===== src/pmicia_pkg.sv =====
// package for the two-level interrupt aggregator: register map, group layout,
// reset values and the carrier types shared by the design and its bench.
// assumes a host-side serial register front end that turns frames into
// single-cycle read and write strobes on the register request struct.
package pmicia_pkg;

  localparam int NGRP = 10;

  // group order inside the packed carriers
  localparam int GRP_GENERAL     = 0;
  localparam int GRP_THERMAL     = 1;
  localparam int GRP_BUCK_MODE   = 2;
  localparam int GRP_BUCK_ILIM   = 3;
  localparam int GRP_LINEAR_ILIM = 4;
  localparam int GRP_BUCK_UV     = 5;
  localparam int GRP_LINEAR_UV   = 6;
  localparam int GRP_BUCK_OV     = 7;
  localparam int GRP_LINEAR_OV   = 8;
  localparam int GRP_BUTTON      = 9;

  // each group holds latch, mask, live at base, base+1, base+2
  localparam int REG_STRIDE      = 3;
  localparam int REG_MASK_OFS    = 1;
  localparam int REG_LIVE_OFS    = 2;
  localparam logic [4:0] REG_TOP_SUMMARY = 5'h1E;

  // implemented bit positions per group
  localparam logic [NGRP-1:0][7:0] LATCH_VALID = {
    8'hFF, 8'h0F, 8'h7F, 8'h0F, 8'h7F, 8'h0F, 8'h7F, 8'h7F, 8'hFF, 8'hFF
  };
  localparam logic [NGRP-1:0][7:0] LIVE_VALID = {
    8'h81, 8'h0F, 8'h7F, 8'h0F, 8'h7F, 8'h0F, 8'h7F, 8'h00, 8'hFF, 8'h07
  };

  localparam logic [7:0] LATCH_RESET = 8'h00;
  localparam logic [7:0] MASK_RESET  = 8'hFF;

  // summary bit positions
  localparam int SUM_GENERAL     = 0;
  localparam int SUM_SECOND      = 1;
  localparam int SUM_MODE        = 2;
  localparam int SUM_CURRENT_LIM = 3;
  localparam int SUM_UNDERVOLT   = 4;
  localparam int SUM_OVERVOLT    = 5;
  localparam int SUM_BUTTON      = 6;
  localparam int SUM_EARLY_WARN  = 7;

  typedef logic [NGRP-1:0][7:0] pmicia_grp_bytes_t;

  typedef struct packed {
    logic       wr;
    logic       rd;
    logic [4:0] addr;
    logic [7:0] wdata;
  } pmicia_reg_req_t;

endpackage : pmicia_pkg


===== src/pmicia_top.sv =====
// two-level interrupt aggregator: event latches, masks, live views,
// first-level summary and the active-low request pin.
// assumes event pulses and live levels are synchronous to SYS_CLK and the
// register request comes from a serial front end, one strobe per access.
//
// Notes on behaviour
// - unmasked set latch holds request pin low
// - live bits show present trigger signal state
// - request pin is OR of enabled latches
// - summary names group, second level names source
// - summary bit 0 from general latch group
// - summary bit 1 from second status group
// - summary bit 2 from buck mode group
// - summary bit 3 from buck/linear current limit
// - summary bit 4 from buck/linear undervoltage
// - summary bit 5 from buck/linear overvoltage
// - summary bit 6 from power button group
// - summary bit 7 on early warning event
// - masked latches never set summary bits
// - summary bits 0-6 clear themselves with their latches; bit 7 clears by a write of one
// - pin held until all unmasked latches clear
// - thermal thresholds bits 0-5, sync 6, watchdog 7
// - buck registers use bits 0-6, bit 7 unused; buck mode live register has no bits and reads zero
// - linear registers use bits 0-3 only
// - button press, release, held, bandgap bit layout
// - event sets latch, write one clears it
// - mask one removes latch from request pin
// - bypassed faults still latch and request

`timescale 1ns/1ps
`default_nettype none

////////////////////////////////////////////////////////////////////////////////

module pmicia_event_group #(
  parameter logic [7:0] VALID = 8'hFF
) (
  input  wire logic       clk,
  input  wire logic       rst,
  input  wire logic [7:0] evt,
  input  wire logic       clr_we,
  input  wire logic       mask_we,
  input  wire logic [7:0] wdata,
  output logic      [7:0] latch,
  output logic      [7:0] mask,
  output logic            pend
);

  // bypass never reaches here, so bypassed faults still latch
  always_ff @(posedge clk or posedge rst) begin
    if (rst) begin
      latch <= pmicia_pkg::LATCH_RESET;
    end else begin
      latch <= ((latch & ~(clr_we ? wdata : 8'h00)) | evt) & VALID;
    end
  end

  always_ff @(posedge clk or posedge rst) begin
    if (rst) begin
      mask <= pmicia_pkg::MASK_RESET & VALID;
    end else if (mask_we) begin
      mask <= wdata & VALID;
    end
  end

  assign pend = |(latch & ~mask);

endmodule // pmicia_event_group

////////////////////////////////////////////////////////////////////////////////

module pmicia_top (
  input  wire logic                          SYS_CLK,
  input  wire logic                          RST,
  input  wire pmicia_pkg::pmicia_reg_req_t   REG_REQ,
  output logic      [7:0]                    REG_RDATA,
  output logic                               REG_RVALID,
  input  wire pmicia_pkg::pmicia_grp_bytes_t EVENT_PULSE,
  input  wire pmicia_pkg::pmicia_grp_bytes_t LIVE_STATE,
  input  wire logic                          EARLY_WARNING_EVENT,
  output logic                               IRQ_REQUEST_PIN_N,
  output logic                               IRQ_REQUEST_PIN_OE
);

  pmicia_pkg::pmicia_grp_bytes_t latch;
  pmicia_pkg::pmicia_grp_bytes_t mask;
  logic [pmicia_pkg::NGRP-1:0]   pend;
  logic [7:0]                    top_level_summary;
  logic                          early_warning_flag;
  logic [7:0]                    next_rdata;
  logic                          sum_clr_ew;
  pmicia_pkg::pmicia_grp_bytes_t live;
  logic [pmicia_pkg::NGRP-1:0]   clr_we;
  logic [pmicia_pkg::NGRP-1:0]   mask_we;

  // latch at each group base, mask and live follow it
  localparam logic [4:0] BASE_GENERAL     = 5'(pmicia_pkg::GRP_GENERAL * pmicia_pkg::REG_STRIDE);
  localparam logic [4:0] BASE_THERMAL     = 5'(pmicia_pkg::GRP_THERMAL * pmicia_pkg::REG_STRIDE);
  localparam logic [4:0] BASE_BUCK_MODE   = 5'(pmicia_pkg::GRP_BUCK_MODE * pmicia_pkg::REG_STRIDE);
  localparam logic [4:0] BASE_BUCK_ILIM   = 5'(pmicia_pkg::GRP_BUCK_ILIM * pmicia_pkg::REG_STRIDE);
  localparam logic [4:0] BASE_LINEAR_ILIM = 5'(pmicia_pkg::GRP_LINEAR_ILIM * pmicia_pkg::REG_STRIDE);
  localparam logic [4:0] BASE_BUCK_UV     = 5'(pmicia_pkg::GRP_BUCK_UV * pmicia_pkg::REG_STRIDE);
  localparam logic [4:0] BASE_LINEAR_UV   = 5'(pmicia_pkg::GRP_LINEAR_UV * pmicia_pkg::REG_STRIDE);
  localparam logic [4:0] BASE_BUCK_OV     = 5'(pmicia_pkg::GRP_BUCK_OV * pmicia_pkg::REG_STRIDE);
  localparam logic [4:0] BASE_LINEAR_OV   = 5'(pmicia_pkg::GRP_LINEAR_OV * pmicia_pkg::REG_STRIDE);
  localparam logic [4:0] BASE_BUTTON      = 5'(pmicia_pkg::GRP_BUTTON * pmicia_pkg::REG_STRIDE);

  //////////////////////////////////////////////////////////////////////////////
  // second level: one latch/mask pair per group, layouts fixed by VALID

  // one-hot strobes, so one access never touches two registers
  always_comb begin
    clr_we  = '0;
    mask_we = '0;
    for (int g = 0; g < pmicia_pkg::NGRP; g++) begin
      clr_we[g]  = REG_REQ.wr && REG_REQ.addr == 5'(g * pmicia_pkg::REG_STRIDE);
      mask_we[g] = REG_REQ.wr && REG_REQ.addr == 5'(g * pmicia_pkg::REG_STRIDE + pmicia_pkg::REG_MASK_OFS);
    end
  end

  pmicia_event_group #(
    .VALID (pmicia_pkg::LATCH_VALID[pmicia_pkg::GRP_GENERAL])
  ) u_general (
    .clk     (SYS_CLK),
    .rst     (RST),
    .evt     (EVENT_PULSE[pmicia_pkg::GRP_GENERAL]),
    .clr_we  (clr_we[pmicia_pkg::GRP_GENERAL]),
    .mask_we (mask_we[pmicia_pkg::GRP_GENERAL]),
    .wdata   (REG_REQ.wdata),
    .latch   (latch[pmicia_pkg::GRP_GENERAL]),
    .mask    (mask[pmicia_pkg::GRP_GENERAL]),
    .pend    (pend[pmicia_pkg::GRP_GENERAL])
  );

  pmicia_event_group #(
    .VALID (pmicia_pkg::LATCH_VALID[pmicia_pkg::GRP_THERMAL])
  ) u_thermal (
    .clk     (SYS_CLK),
    .rst     (RST),
    .evt     (EVENT_PULSE[pmicia_pkg::GRP_THERMAL]),
    .clr_we  (clr_we[pmicia_pkg::GRP_THERMAL]),
    .mask_we (mask_we[pmicia_pkg::GRP_THERMAL]),
    .wdata   (REG_REQ.wdata),
    .latch   (latch[pmicia_pkg::GRP_THERMAL]),
    .mask    (mask[pmicia_pkg::GRP_THERMAL]),
    .pend    (pend[pmicia_pkg::GRP_THERMAL])
  );

  pmicia_event_group #(
    .VALID (pmicia_pkg::LATCH_VALID[pmicia_pkg::GRP_BUCK_MODE])
  ) u_buck_mode (
    .clk     (SYS_CLK),
    .rst     (RST),
    .evt     (EVENT_PULSE[pmicia_pkg::GRP_BUCK_MODE]),
    .clr_we  (clr_we[pmicia_pkg::GRP_BUCK_MODE]),
    .mask_we (mask_we[pmicia_pkg::GRP_BUCK_MODE]),
    .wdata   (REG_REQ.wdata),
    .latch   (latch[pmicia_pkg::GRP_BUCK_MODE]),
    .mask    (mask[pmicia_pkg::GRP_BUCK_MODE]),
    .pend    (pend[pmicia_pkg::GRP_BUCK_MODE])
  );

  pmicia_event_group #(
    .VALID (pmicia_pkg::LATCH_VALID[pmicia_pkg::GRP_BUCK_ILIM])
  ) u_buck_ilim (
    .clk     (SYS_CLK),
    .rst     (RST),
    .evt     (EVENT_PULSE[pmicia_pkg::GRP_BUCK_ILIM]),
    .clr_we  (clr_we[pmicia_pkg::GRP_BUCK_ILIM]),
    .mask_we (mask_we[pmicia_pkg::GRP_BUCK_ILIM]),
    .wdata   (REG_REQ.wdata),
    .latch   (latch[pmicia_pkg::GRP_BUCK_ILIM]),
    .mask    (mask[pmicia_pkg::GRP_BUCK_ILIM]),
    .pend    (pend[pmicia_pkg::GRP_BUCK_ILIM])
  );

  pmicia_event_group #(
    .VALID (pmicia_pkg::LATCH_VALID[pmicia_pkg::GRP_LINEAR_ILIM])
  ) u_linear_ilim (
    .clk     (SYS_CLK),
    .rst     (RST),
    .evt     (EVENT_PULSE[pmicia_pkg::GRP_LINEAR_ILIM]),
    .clr_we  (clr_we[pmicia_pkg::GRP_LINEAR_ILIM]),
    .mask_we (mask_we[pmicia_pkg::GRP_LINEAR_ILIM]),
    .wdata   (REG_REQ.wdata),
    .latch   (latch[pmicia_pkg::GRP_LINEAR_ILIM]),
    .mask    (mask[pmicia_pkg::GRP_LINEAR_ILIM]),
    .pend    (pend[pmicia_pkg::GRP_LINEAR_ILIM])
  );

  pmicia_event_group #(
    .VALID (pmicia_pkg::LATCH_VALID[pmicia_pkg::GRP_BUCK_UV])
  ) u_buck_uv (
    .clk     (SYS_CLK),
    .rst     (RST),
    .evt     (EVENT_PULSE[pmicia_pkg::GRP_BUCK_UV]),
    .clr_we  (clr_we[pmicia_pkg::GRP_BUCK_UV]),
    .mask_we (mask_we[pmicia_pkg::GRP_BUCK_UV]),
    .wdata   (REG_REQ.wdata),
    .latch   (latch[pmicia_pkg::GRP_BUCK_UV]),
    .mask    (mask[pmicia_pkg::GRP_BUCK_UV]),
    .pend    (pend[pmicia_pkg::GRP_BUCK_UV])
  );

  pmicia_event_group #(
    .VALID (pmicia_pkg::LATCH_VALID[pmicia_pkg::GRP_LINEAR_UV])
  ) u_linear_uv (
    .clk     (SYS_CLK),
    .rst     (RST),
    .evt     (EVENT_PULSE[pmicia_pkg::GRP_LINEAR_UV]),
    .clr_we  (clr_we[pmicia_pkg::GRP_LINEAR_UV]),
    .mask_we (mask_we[pmicia_pkg::GRP_LINEAR_UV]),
    .wdata   (REG_REQ.wdata),
    .latch   (latch[pmicia_pkg::GRP_LINEAR_UV]),
    .mask    (mask[pmicia_pkg::GRP_LINEAR_UV]),
    .pend    (pend[pmicia_pkg::GRP_LINEAR_UV])
  );

  pmicia_event_group #(
    .VALID (pmicia_pkg::LATCH_VALID[pmicia_pkg::GRP_BUCK_OV])
  ) u_buck_ov (
    .clk     (SYS_CLK),
    .rst     (RST),
    .evt     (EVENT_PULSE[pmicia_pkg::GRP_BUCK_OV]),
    .clr_we  (clr_we[pmicia_pkg::GRP_BUCK_OV]),
    .mask_we (mask_we[pmicia_pkg::GRP_BUCK_OV]),
    .wdata   (REG_REQ.wdata),
    .latch   (latch[pmicia_pkg::GRP_BUCK_OV]),
    .mask    (mask[pmicia_pkg::GRP_BUCK_OV]),
    .pend    (pend[pmicia_pkg::GRP_BUCK_OV])
  );

  pmicia_event_group #(
    .VALID (pmicia_pkg::LATCH_VALID[pmicia_pkg::GRP_LINEAR_OV])
  ) u_linear_ov (
    .clk     (SYS_CLK),
    .rst     (RST),
    .evt     (EVENT_PULSE[pmicia_pkg::GRP_LINEAR_OV]),
    .clr_we  (clr_we[pmicia_pkg::GRP_LINEAR_OV]),
    .mask_we (mask_we[pmicia_pkg::GRP_LINEAR_OV]),
    .wdata   (REG_REQ.wdata),
    .latch   (latch[pmicia_pkg::GRP_LINEAR_OV]),
    .mask    (mask[pmicia_pkg::GRP_LINEAR_OV]),
    .pend    (pend[pmicia_pkg::GRP_LINEAR_OV])
  );

  pmicia_event_group #(
    .VALID (pmicia_pkg::LATCH_VALID[pmicia_pkg::GRP_BUTTON])
  ) u_button (
    .clk     (SYS_CLK),
    .rst     (RST),
    .evt     (EVENT_PULSE[pmicia_pkg::GRP_BUTTON]),
    .clr_we  (clr_we[pmicia_pkg::GRP_BUTTON]),
    .mask_we (mask_we[pmicia_pkg::GRP_BUTTON]),
    .wdata   (REG_REQ.wdata),
    .latch   (latch[pmicia_pkg::GRP_BUTTON]),
    .mask    (mask[pmicia_pkg::GRP_BUTTON]),
    .pend    (pend[pmicia_pkg::GRP_BUTTON])
  );

  //////////////////////////////////////////////////////////////////////////////
  // early warning has no second level; clears by writing one to its summary bit

  assign sum_clr_ew = REG_REQ.wr && REG_REQ.addr == pmicia_pkg::REG_TOP_SUMMARY
                      && REG_REQ.wdata[pmicia_pkg::SUM_EARLY_WARN];

  always_ff @(posedge SYS_CLK or posedge RST) begin
    if (RST) begin
      early_warning_flag <= 1'b0;
    end else begin
      early_warning_flag <= EARLY_WARNING_EVENT | (early_warning_flag & ~sum_clr_ew);
    end
  end

  //////////////////////////////////////////////////////////////////////////////
  // first level: pure function of pending groups and the early warning flag; group bits clear with their groups

  always_comb begin
    top_level_summary = 8'h00;
    top_level_summary[pmicia_pkg::SUM_GENERAL] = pend[pmicia_pkg::GRP_GENERAL];
    top_level_summary[pmicia_pkg::SUM_SECOND]  = pend[pmicia_pkg::GRP_THERMAL];
    top_level_summary[pmicia_pkg::SUM_MODE]    = pend[pmicia_pkg::GRP_BUCK_MODE];
    top_level_summary[pmicia_pkg::SUM_CURRENT_LIM] = pend[pmicia_pkg::GRP_BUCK_ILIM]
                                                   | pend[pmicia_pkg::GRP_LINEAR_ILIM];
    top_level_summary[pmicia_pkg::SUM_UNDERVOLT]   = pend[pmicia_pkg::GRP_BUCK_UV]
                                                   | pend[pmicia_pkg::GRP_LINEAR_UV];
    top_level_summary[pmicia_pkg::SUM_OVERVOLT]    = pend[pmicia_pkg::GRP_BUCK_OV]
                                                   | pend[pmicia_pkg::GRP_LINEAR_OV];
    top_level_summary[pmicia_pkg::SUM_BUTTON]      = pend[pmicia_pkg::GRP_BUTTON];
    top_level_summary[pmicia_pkg::SUM_EARLY_WARN]  = early_warning_flag;
  end

  //////////////////////////////////////////////////////////////////////////////
  // request pin: open-drain, only ever pulled low, registered against glitches

  always_ff @(posedge SYS_CLK or posedge RST) begin
    if (RST) begin
      IRQ_REQUEST_PIN_N <= 1'b1;
    end else begin
      IRQ_REQUEST_PIN_N <= ~(|top_level_summary);
    end
  end

  always_ff @(posedge SYS_CLK or posedge RST) begin
    if (RST) begin
      IRQ_REQUEST_PIN_OE <= 1'b0;
    end else begin
      IRQ_REQUEST_PIN_OE <= |top_level_summary;
    end
  end

  //////////////////////////////////////////////////////////////////////////////
  // register read: unmapped and unused positions return zero

  assign live = LIVE_STATE & pmicia_pkg::LIVE_VALID;

  // live reads pass straight through; no history is kept
  always_comb begin
    next_rdata = 8'h00;
    case (REG_REQ.addr)
      BASE_GENERAL:                                     next_rdata = latch[pmicia_pkg::GRP_GENERAL];
      5'(BASE_GENERAL + pmicia_pkg::REG_MASK_OFS):      next_rdata = mask[pmicia_pkg::GRP_GENERAL];
      5'(BASE_GENERAL + pmicia_pkg::REG_LIVE_OFS):      next_rdata = live[pmicia_pkg::GRP_GENERAL];
      BASE_THERMAL:                                     next_rdata = latch[pmicia_pkg::GRP_THERMAL];
      5'(BASE_THERMAL + pmicia_pkg::REG_MASK_OFS):      next_rdata = mask[pmicia_pkg::GRP_THERMAL];
      5'(BASE_THERMAL + pmicia_pkg::REG_LIVE_OFS):      next_rdata = live[pmicia_pkg::GRP_THERMAL];
      BASE_BUCK_MODE:                                   next_rdata = latch[pmicia_pkg::GRP_BUCK_MODE];
      5'(BASE_BUCK_MODE + pmicia_pkg::REG_MASK_OFS):    next_rdata = mask[pmicia_pkg::GRP_BUCK_MODE];
      5'(BASE_BUCK_MODE + pmicia_pkg::REG_LIVE_OFS):    next_rdata = live[pmicia_pkg::GRP_BUCK_MODE];
      BASE_BUCK_ILIM:                                   next_rdata = latch[pmicia_pkg::GRP_BUCK_ILIM];
      5'(BASE_BUCK_ILIM + pmicia_pkg::REG_MASK_OFS):    next_rdata = mask[pmicia_pkg::GRP_BUCK_ILIM];
      5'(BASE_BUCK_ILIM + pmicia_pkg::REG_LIVE_OFS):    next_rdata = live[pmicia_pkg::GRP_BUCK_ILIM];
      BASE_LINEAR_ILIM:                                 next_rdata = latch[pmicia_pkg::GRP_LINEAR_ILIM];
      5'(BASE_LINEAR_ILIM + pmicia_pkg::REG_MASK_OFS):  next_rdata = mask[pmicia_pkg::GRP_LINEAR_ILIM];
      5'(BASE_LINEAR_ILIM + pmicia_pkg::REG_LIVE_OFS):  next_rdata = live[pmicia_pkg::GRP_LINEAR_ILIM];
      BASE_BUCK_UV:                                     next_rdata = latch[pmicia_pkg::GRP_BUCK_UV];
      5'(BASE_BUCK_UV + pmicia_pkg::REG_MASK_OFS):      next_rdata = mask[pmicia_pkg::GRP_BUCK_UV];
      5'(BASE_BUCK_UV + pmicia_pkg::REG_LIVE_OFS):      next_rdata = live[pmicia_pkg::GRP_BUCK_UV];
      BASE_LINEAR_UV:                                   next_rdata = latch[pmicia_pkg::GRP_LINEAR_UV];
      5'(BASE_LINEAR_UV + pmicia_pkg::REG_MASK_OFS):    next_rdata = mask[pmicia_pkg::GRP_LINEAR_UV];
      5'(BASE_LINEAR_UV + pmicia_pkg::REG_LIVE_OFS):    next_rdata = live[pmicia_pkg::GRP_LINEAR_UV];
      BASE_BUCK_OV:                                     next_rdata = latch[pmicia_pkg::GRP_BUCK_OV];
      5'(BASE_BUCK_OV + pmicia_pkg::REG_MASK_OFS):      next_rdata = mask[pmicia_pkg::GRP_BUCK_OV];
      5'(BASE_BUCK_OV + pmicia_pkg::REG_LIVE_OFS):      next_rdata = live[pmicia_pkg::GRP_BUCK_OV];
      BASE_LINEAR_OV:                                   next_rdata = latch[pmicia_pkg::GRP_LINEAR_OV];
      5'(BASE_LINEAR_OV + pmicia_pkg::REG_MASK_OFS):    next_rdata = mask[pmicia_pkg::GRP_LINEAR_OV];
      5'(BASE_LINEAR_OV + pmicia_pkg::REG_LIVE_OFS):    next_rdata = live[pmicia_pkg::GRP_LINEAR_OV];
      BASE_BUTTON:                                      next_rdata = latch[pmicia_pkg::GRP_BUTTON];
      5'(BASE_BUTTON + pmicia_pkg::REG_MASK_OFS):       next_rdata = mask[pmicia_pkg::GRP_BUTTON];
      5'(BASE_BUTTON + pmicia_pkg::REG_LIVE_OFS):       next_rdata = live[pmicia_pkg::GRP_BUTTON];
      pmicia_pkg::REG_TOP_SUMMARY:                      next_rdata = top_level_summary;
      default:                                          next_rdata = 8'h00;
    endcase
  end

  always_ff @(posedge SYS_CLK or posedge RST) begin
    if (RST) begin
      REG_RDATA <= 8'h00;
    end else if (REG_REQ.rd) begin
      REG_RDATA <= next_rdata;
    end
  end

  always_ff @(posedge SYS_CLK or posedge RST) begin
    if (RST) begin
      REG_RVALID <= 1'b0;
    end else begin
      REG_RVALID <= REG_REQ.rd;
    end
  end

endmodule // pmicia_top

`default_nettype wire


===== config.mk =====
export PLATFORM = sky130hd
export DESIGN_NAME = pmicia_top
export DESIGN_NICKNAME = d
export VERILOG_FILES = /design/src/pmicia_pkg.sv /design/src/pmicia_top.sv
export SDC_FILE = /design/constraint.sdc
export NUM_CORES = 1
export LEC_CHECK = 0
export BUFFER_PORTS_ARGS = -buffer_cell sky130_fd_sc_hd__buf_2
export CAP_MARGIN = 20
export CORE_MARGIN = 1
export CORE_UTILIZATION = 38
export DETAILED_ROUTE_END_ITERATION = 10
export PLACE_DENSITY = 0.69
export SYNTH_ARGS = -nofsm -noshare
export SYNTH_HDL_FRONTEND = slang
export SYNTH_SLANG_ARGS = --single-unit

===== constraint.sdc =====
create_clock -name SYS_CLK -period 5.9 [get_ports SYS_CLK]
set_input_delay 1.18 -clock SYS_CLK [delete_from_list [all_inputs] [get_ports SYS_CLK]]
set_output_delay 1.18 -clock SYS_CLK [all_outputs]
set_load 0.01 [all_outputs]

After elaboration in Yosys (flattened, before gate mapping)
Cells that the tools add are included.
- memories: 0
- input bits: 178
- output and inout port bits: 11
- register bits: 140
- memory bits (read-only): 0
- bits in latches: 0
- memory bits (writable): 0
- equal/unequal tests: 29
- $mul: 0
- bitwise logic cells: 57
- reductions and logical operators: 34
- shift operators: 0
- divide/modulo/power cells: 0
- $add $sub $neg: 0
- muxes and demuxes: 11
- $lt $le $gt $ge: 0
- operators by type and width (kind ; number):
    $pmux W8 S30 ; 1
    $reduce_or A8 Y1 ; 10
    $eq A5 B5 Y1 const B ; 15
    $and A8 B8 Y8 ; 6
    $not A8 Y8 ; 6
    $reduce_or A36 Y1 ; 1
    $eq A5 B4 Y1 const B ; 7
    $and A7 B8 Y8 ; 4
    $not A7 Y8 ; 4
    $and A7 B7 Y7 ; 4
    $mux W7 ; 4
    $not A7 Y7 ; 4
    $or A7 B7 Y7 ; 4
    $and A4 B8 Y8 ; 3
    $mux W8 ; 3
    $not A4 Y8 ; 3
    $or A8 B8 Y8 ; 3
    $logic_and A1 B1 Y1 ; 22
    $eq A5 B3 Y1 const B ; 4
    $and A4 B4 Y4 ; 3
    $mux W4 ; 3
    $not A4 Y4 ; 3
    $or A4 B4 Y4 ; 3
    $eq A5 B2 Y1 const B ; 2
    5 further kinds ; 9

Longest topological paths before layout
Gate-level depths: netlist of the first run.
- depth in word-level cells: 6
- mapped depth: 9

Modules after synthesis
A second synthesis of the first run with hierarchy kept.
- cells, all modules: 847
- area, all modules: 8348.0 um^2
- modules (own cells, without submodules) (module ; cells an instance ; times used ; area an instance (um^2)):
    pmicia_top ; 362 ; 1 ; 2793.9
    pmicia_event_group at u_buck_ilim ... ; 53 ; 4 ; 591.8
    pmicia_event_group at u_button ... ; 56 ; 3 ; 668.1
    pmicia_event_group at u_linear_ilim ... ; 35 ; 3 ; 394.1

Worst setup path after synthesis of the first run
Ideal clock, no wire load.
- path kind: in2reg
- from: in REG_REQ[9] (netlist name)
- to: reg REG_RDATA[2]
- stages: 8
- arrival: 2.483 ns
- data required time: 5.770 ns
- setup time: 0.130 ns
- path slack: 3.287 ns
- cell sequence: buf_6 -> nor2b_4 -> and3_1 -> buf_6 -> a222oi_1 -> o2111ai_1 -> nor4_1 -> a21oi_1
- word-level cells in the longest chain between the ends: 2
- elaborated cells between the ends (all ways): 31
- RTL lines (item ; RTL line ; source):
    from (decl) ; pmicia_top.sv:75 ; input wire pmicia_pkg::pmicia_reg_req_t REG_REQ,
    $eq A5 B5 Y1 (tied with other cells) ; pmicia_top.sv:320 ; case (REG_REQ.addr)
    $pmux W8 S30 * ; pmicia_top.sv:320 ;
    to (signal assigned) ; pmicia_top.sv:360 ; REG_RDATA <= next_rdata;
    to (decl) ; pmicia_top.sv:76 ; output logic [7:0] REG_RDATA,
Every way passes the cells marked *; elsewhere a longest branch is shown, timed or not.
A chain may end at the register's enable or synchronous reset.

Final worst setup path of the first run
- from: in REG_REQ[10] (netlist name)
- to: reg u_buck_mode.mask[6]
- word-level cells in the longest chain between the ends: 2
- RTL lines (item ; RTL line ; source):
    $eq A5 B3 Y1 ; pmicia_top.sv:117 ; mask_we[g] = REG_REQ.wr && REG_REQ.addr == 5'(g * pmicia_pkg::REG_STRIDE + pmicia_pkg::REG_MASK_OFS);
    $logic_and A1 B1 Y1 ; pmicia_top.sv:117 ;
    to (signal assigned) ; pmicia_top.sv:60 ; mask <= pmicia_pkg::MASK_RESET & VALID;
    to (signal assigned) ; pmicia_top.sv:62 ; mask <= wdata & VALID;
    to (decl) ; pmicia_top.sv:45 ; output logic [7:0] mask,
No other way between the ends.

==> results of run 1 <==
==> routing by layer <==
| metal | share of wire (%) | GRT usage [%] | wire length, um | up-vias |
|---|---|---|---|---|
| li1 | - | - | - | 2937 |
| met1 | 41 | 38.0 | 11600 | 3374 |
| met2 | 45 | 43.7 | 12800 | 443 |
| met3 | 10 | 6.87 | 2830 | 72 |
| met4 | 3.7 | 13.4 | 1040 | 0 |
| met5 | 0 | 0 | 0 | - |
==> area by class of cell <==
cell class	instances	area, um^2	area share (%)
clock inverters	13	141	1.58
multi-input cells	507	3580	39.9
clock buffers	19	443	4.94
inverters	47	181	2.02
flip-flops and latches	140	3580	40.0
diodes	1	2.50	0.0279
well taps	265	332	3.70
repair buffers	140	706	7.87
==> state kept, by name, summed over array words and instances, names as in the netlist, 7 cells and up <==
register and flops:
u_buck_mode.latch 7, u_thermal.latch 8, u_button.mask 8, u_buck_ov.mask 7, u_thermal.mask 8, u_general.mask 8
REG_RDATA 8, u_buck_ilim.mask 7, u_buck_ilim.latch 7, u_button.latch 8, u_buck_mode.mask 7, u_buck_uv.latch 7
u_general.latch 8, u_buck_ov.latch 7, u_buck_uv.mask 7
==> worst max path at each step <==
| stage | from | endpoint | slack [ns] | cells past startpoint |
|---|---|---|---|---|
| after CTS | REG_REQ[12] | u_button.latch[0] | 2.53 | 6 |
| after floorplan | RST | IRQ_REQUEST_PIN_OE | 1.07 | 1 |
| after global routing | REG_REQ[12] | u_button.latch[3] | 2.33 | 6 |
| after global placement | REG_REQ[12] | u_button.latch[2] | 2.05 | 6 |
| after detailed placement | REG_REQ[12] | u_button.latch[2] | 2.08 | 6 |
| final | REG_REQ[10] | u_buck_mode.mask[6] | 2.41 | 5 |
==> power by group through the flow <==
stage          Combinational (mW)  Clock (mW)  Sequential, mW
6_report                    0.375        1.08            1.22
5_1_grt                     0.401        1.13            1.23
4_1_cts                     0.369        1.09            1.22
3_5_place_dp                0.367           0            1.23
3_3_place_gp                0.362           0            1.23
2_1_floorplan               0.236           0            1.19
==> worst max-delay path, stage by stage <==
cell	delay (ns)
buf_2	0.57
nand2b_1	0.58
nor3_1	0.74
nand2_1	0.38
mux2_2	0.36
==> cells in the mapped netlist, types with 3 or more instances <==
library cell	instances	area share (%)
a32oi_1	12	1.4
dfstp_2	65	23
nor4_1	8	0.66
buf_2	15	0.99
o22ai_1	19	1.6
o32ai_1	3	0.35
a21o_1	66	6.5
nand3b_1	3	0.30
nand2_1	84	4.2
nand4_1	10	0.83
nand2b_1	23	1.9
buf_6	4	0.59
a2bb2oi_1	3	0.35
nor2_1	18	0.89
a221oi_1	4	0.46
nor3_2	5	0.66
dfrtp_1	75	25
clkbuf_1	22	1.1
a22oi_1	23	2.3
o21ai_0	9	0.59
a22o_1	5	0.58
a21oi_1	11	0.73
mux2_2	69	10
buf_4	4	0.40
a222oi_1	6	0.79
mux2i_1	11	1.5
o2111ai_1	6	0.69
nor3_1	11	0.73
nand3_1	25	1.7
nor2_2	4	0.33
and3_1	9	0.74
inv_1	47	2.3
a211oi_1	3	0.30
nor2b_1	19	1.6
o221ai_1	4	0.46
a2111oi_0	5	0.58
==> metrics by stage <==
stage	hold WS, ns	cell area [um^2]	instances	utilization [%]	power, mW
floorplan	0.449	7570	739	-	1.42
global placement	0.460	8380	1099	42.9	1.59
detailed placement	0.471	8380	1099	42.9	1.60
CTS	0.493	8970	1131	45.9	2.67
global route	0.506	8970	1131	45.9	2.76
finish	0.490	8970	1132	45.9	2.68
==> cell families (layout without fill, tap and decap cells) <==
group	Yosys count	after routing	synth area share (%)
DFF	140	140	47.3
other	0	1	0
and+or+nand+nor	234	234	16.1
buffers and inverters	92	219	5.40
muxes	81	81	12.0
AOI/OAI and AO/OA	192	192	19.2
==> flow_summary.yaml, run 1 <==
outcome:
  status: "complete, no violations"
logic_synthesis:
  synth_flop_cell: "dfrtp_1"
  yosysSeqAreaShare_pct: 47.3
  yosysWarningCount: 0
  synth_edf_count: 0
  synth_cells: 739
  synth_nets: 917
  syn_avg_cell_area_um2: 10.2
  ys_types: 60
  async_flop_share_pct: 100
  synth_area_um2: 7570
  synth.ff_latch_count: 140
layout:
  syn_to_final_growth_pct: 18.4
  nNetsFinal: 1031
  drive_above_1_share_pct: 37.3
  mostFrequentLayoutCells: "buf_2, nand2_1, dfrtp_1"
  final_common_cell: "buf_2"
  fill_cells: 1913
drt:
  drcViolationCount: 0
  routedWlPerCell_um: 25.0
  dr.pass1.iters: 7
  ant_nets: 0
  num_vias: 6826
  drtIter0Drc: 885
  wl_mm: 28.3
  via_per_inst: 6.03
global_route:
  grt_max_degree: 97
  grt_pass1_wl_mm: 41.7
  grt_pass1_vias: 6701
  grt-ovfl-total: 0
  antenna_found_initial: 0
  grt_usage_pct: 28.6
power:
  seq_power_share_pct: 45.7
  swShare_pct: 28.1
  power_switching_uw: 753
  p_leak_nw: 3.68
  p_comb_share_pct: 14.0
  power.density_nw_per_um2: 299
  intPower_mw: 1.93
  ir_worst_vdd_mv: 0.166
  p_clk_share_pct: 40.3
clock_network:
  cts.hold.buffers_added: 0
  post_cts_buffers: 0
  cts-root-buf: "clkbuf_16"
  cts_buffer_depth: 2
  cts_resized: 0
  clk_latency_ns: 0.44
  clock-sinks: 140
  clkTransAtPathRegs_ns: 0.06
  cts_made_buffers: 17
  cts-htree-levels: 4
  cts_tree: "done"
die:
  die_width_um: 143
  die-area_um2: 20500
  core_area_um2: 19500
  num_rows: 51
  start_util_pct: 38.8
  die_h_um: 143
  ioPinCount: 189
timing:
  hold_viol_final: 0
  setup-violations-final: 0
  setup_ws_ns: 2.41
  worst_pin_slew_ns: 1.04
  period_share_pct: 59.2
  fin_tns_setup_ns: 0
  finalMaxSlewViolations: 0
  slew_headroom_pct: 30.6
  fin_skew_ns: 0.0134
  rsz0062_at_grt: "no"
  finalCriticalPeriod_ns: 3.49
  fmax_mhz: 286
critical_path:
  cp_max_fo: 32
  crit_arrival_ns: 3.85
  worstSetupStartpointType: "input port"
  rr_startpoint: "u_buck_mode.mask[3]"
  r2r_cells: 5
  endpoint_kind: "flip-flop"
  path_class: "in2reg"
  required_ns: 6.26
  r2r-end: "IRQ_REQUEST_PIN_OE"
  r2r_slack_ns: 3.47
placement:
  hpwl_mm: 20.2
  dpl_worst_slack_ns: 2.08
  io_buffers: 138
  place_congestion: 0.979
worst_hold_path:
  min_path_cells: 1
  min_to: "u_general.latch[0]"
  hold_start: "u_general.latch[0]"
  min_path_type: "reg2reg"
run:
  maxCapViolCount: 0
No activity file was read; power rests on OpenSTA's default activity.
==> run 2, diff against run 1 <==
==> constraint.sdc (replaced) <==
create_clock -name SYS_CLK -period 3.6 [get_ports SYS_CLK]
set_input_delay 0.72 -clock SYS_CLK [delete_from_list [all_inputs] [get_ports SYS_CLK]]
set_output_delay 0.72 -clock SYS_CLK [all_outputs]
set_load 0.01 [all_outputs]
==> run 2 against run 1 <==
  * Setup slack worse by 1.4 ns
  * Highest routed layer unchanged
  * Final cell count up 1.1%
  * Combinational power up 66%
  * Critical endpoint unchanged
  * Worst hold slack worse by 0.029 ns
  * Critical path type unchanged
  * Final area up 1.8%
  * Sequential power up 64%
  * Routed wire length down 0.95%
  * Via count up 1.1%
  * Utilization up 0.81 points
  * Non-clock buffer count up 14
  * Clock-buffer cell count up 1
==> flow_summary.yaml, run 2 (synthesis gave the netlist of run 1 again) <==
outcome:
  status: "complete, no violations"
critical_path:
  critical_path.cell_chain: "buf_2 > nand2b_1 > nor3_1 > nand2_1 > mux2_2"
  crit_path_max_incr_delay_ns: 0.72
  crit_start: "REG_REQ[10]"
  worstSetupStartpointType: "input port"
  rr_startpoint: "u_buck_mode.mask[3]"
  cpMaxStageDelayCell: "nor3_1"
  path_class: "in2reg"
  required_ns: 3.95
  cp_max_fo: 23
  endpoint_kind: "flip-flop"
  crit_arrival_ns: 2.95
timing:
  setup-violations-final: 0
  worst_pin_slew_ns: 1.04
  fin_skew_ns: 0.00864
  slew_headroom_pct: 28.9
  fin_tns_setup_ns: 0
  finalCriticalPeriod_ns: 2.60
  fmax_mhz: 385
  period_share_pct: 72.2
  hold_viol_final: 0
  finalMaxSlewViolations: 0
  rsz0062_at_grt: "no"
placement:
  io_buffers: 138
  place_congestion: 0.993
  hpwl_mm: 20.2
clock_network:
  clock-sinks: 140
  clk_latency_ns: 0.43
  cts-root-buf: "clkbuf_16"
  cts_buffer_depth: 2
  post_cts_buffers: 0
  cts_resized: 0
  cts_made_buffers: 17
  cts_tree: "done"
  clkTransAtPathRegs_ns: 0.06
  cts-htree-levels: 4
  cts.hold.buffers_added: 0
die:
  core_area_um2: 19500
  die_h_um: 143
  ioPinCount: 189
  num_rows: 51
  die-area_um2: 20500
  die_width_um: 143
  start_util_pct: 38.8
worst_hold_path:
  min_path_type: "in2reg"
  hold_start: "EVENT_PULSE[7]"
global_route:
  grt_max_degree: 141
  grt_pass1_vias: 6605
  grt_usage_pct: 28.1
  grt-ovfl-total: 0
  antenna_found_initial: 0
  grt_pass1_wl_mm: 40.9
run:
  maxCapViolCount: 0
drt:
  num_vias: 6903
  dr.pass1.iters: 7
  drtIter0Drc: 837
  via_per_inst: 6.03
  routedWlPerCell_um: 24.5
  drcViolationCount: 0
  ant_nets: 0
  wl_mm: 28.1
layout:
  mostFrequentLayoutCells: "buf_2, nand2_1, dfrtp_1"
  antennaDiodeCount: 0
  syn_to_final_growth_pct: 20.5
  final_common_cell: "buf_2"
  nNetsFinal: 1045
  drive_above_1_share_pct: 38.1
power:
  ir_worst_vdd_mv: 0.241
  power.total_mw: 4.47
  power.density_nw_per_um2: 490
  p_leak_nw: 3.77
run 2: cell types whose count changed in the layout (fill, tap and decap cells not counted), sizes merged:
cell | before | now
buf | 140 | 154
bufinv | 2 | 4
clkbuf | 19 | 20
clkinv | 5 | 6
clkinvlp | 3 | 2
diode | 1 | 0
inv | 50 | 46
run 2: path summary, 6_finish.rpt:
kind,end,slack (ns),cells past startpoint
setup reg to reg,IRQ_REQUEST_PIN_OE,1.11,5
hold / removal,u_general.latch[7],0.46,2
min in group asynchronous,u_general.latch[1],0.50,3
hold reg to reg,u_general.latch[0],0.48,1
max in group asynchronous,u_buck_ov.latch[1],2.55,3
setup / recovery,u_buck_mode.mask[6],1.00,5
run 2: power breakdown:
part	internal [mW]	switching (mW)	leakage, nW	total [mW]
sequential	1.84	0.162	1.38	2.00
clock	1.17	0.676	0.300	1.85
combinational	0.285	0.339	2.10	0.624
total	3.30	1.18	3.77	4.47
run 2: per-layer routing:
metal | global-route usage [%] | part of all wire [%] | vias up
li1 | - | - | 2972
met1 | 36.6 | 41 | 3371
met2 | 42.5 | 44 | 464
met3 | 7.98 | 10 | 96
met4 | 14.0 | 4.3 | 0
met5 | 0 | 0 | -
run 2: through the flow:
stage | utilization [%] | hold WS, ns | setup WS [ns] | cell area (um^2) | cells
after floorplan | - | 0.449 | 1.18 | 7580 | 739
after global placement | 43.6 | 0.464 | 0.640 | 8510 | 1113
after detailed placement | 43.6 | 0.466 | 0.702 | 8510 | 1113
after CTS | 46.7 | 0.448 | 1.14 | 9130 | 1144
after global routing | 46.7 | 0.452 | 0.976 | 9130 | 1144
final | 46.7 | 0.461 | 1.00 | 9130 | 1144
run 2: worst max-delay path, delay by kind of cell:
kind	cells	cell delay [ns]
buffers and inverters	1	0.43
and+or+nand+nor	3	1.42
muxes	1	0.37
run 2: cell type report:
type / count / area, um^2
Timing Repair Buffer: 154 / 836
Tap cell: 265 / 332
Sequential cell: 140 / 3580
Inverter: 47 / 180
Fill cell: 1872 / 10400
Clock buffer: 20 / 447
Multi-Input combinational cell: 507 / 3580
Clock inverter: 11 / 169
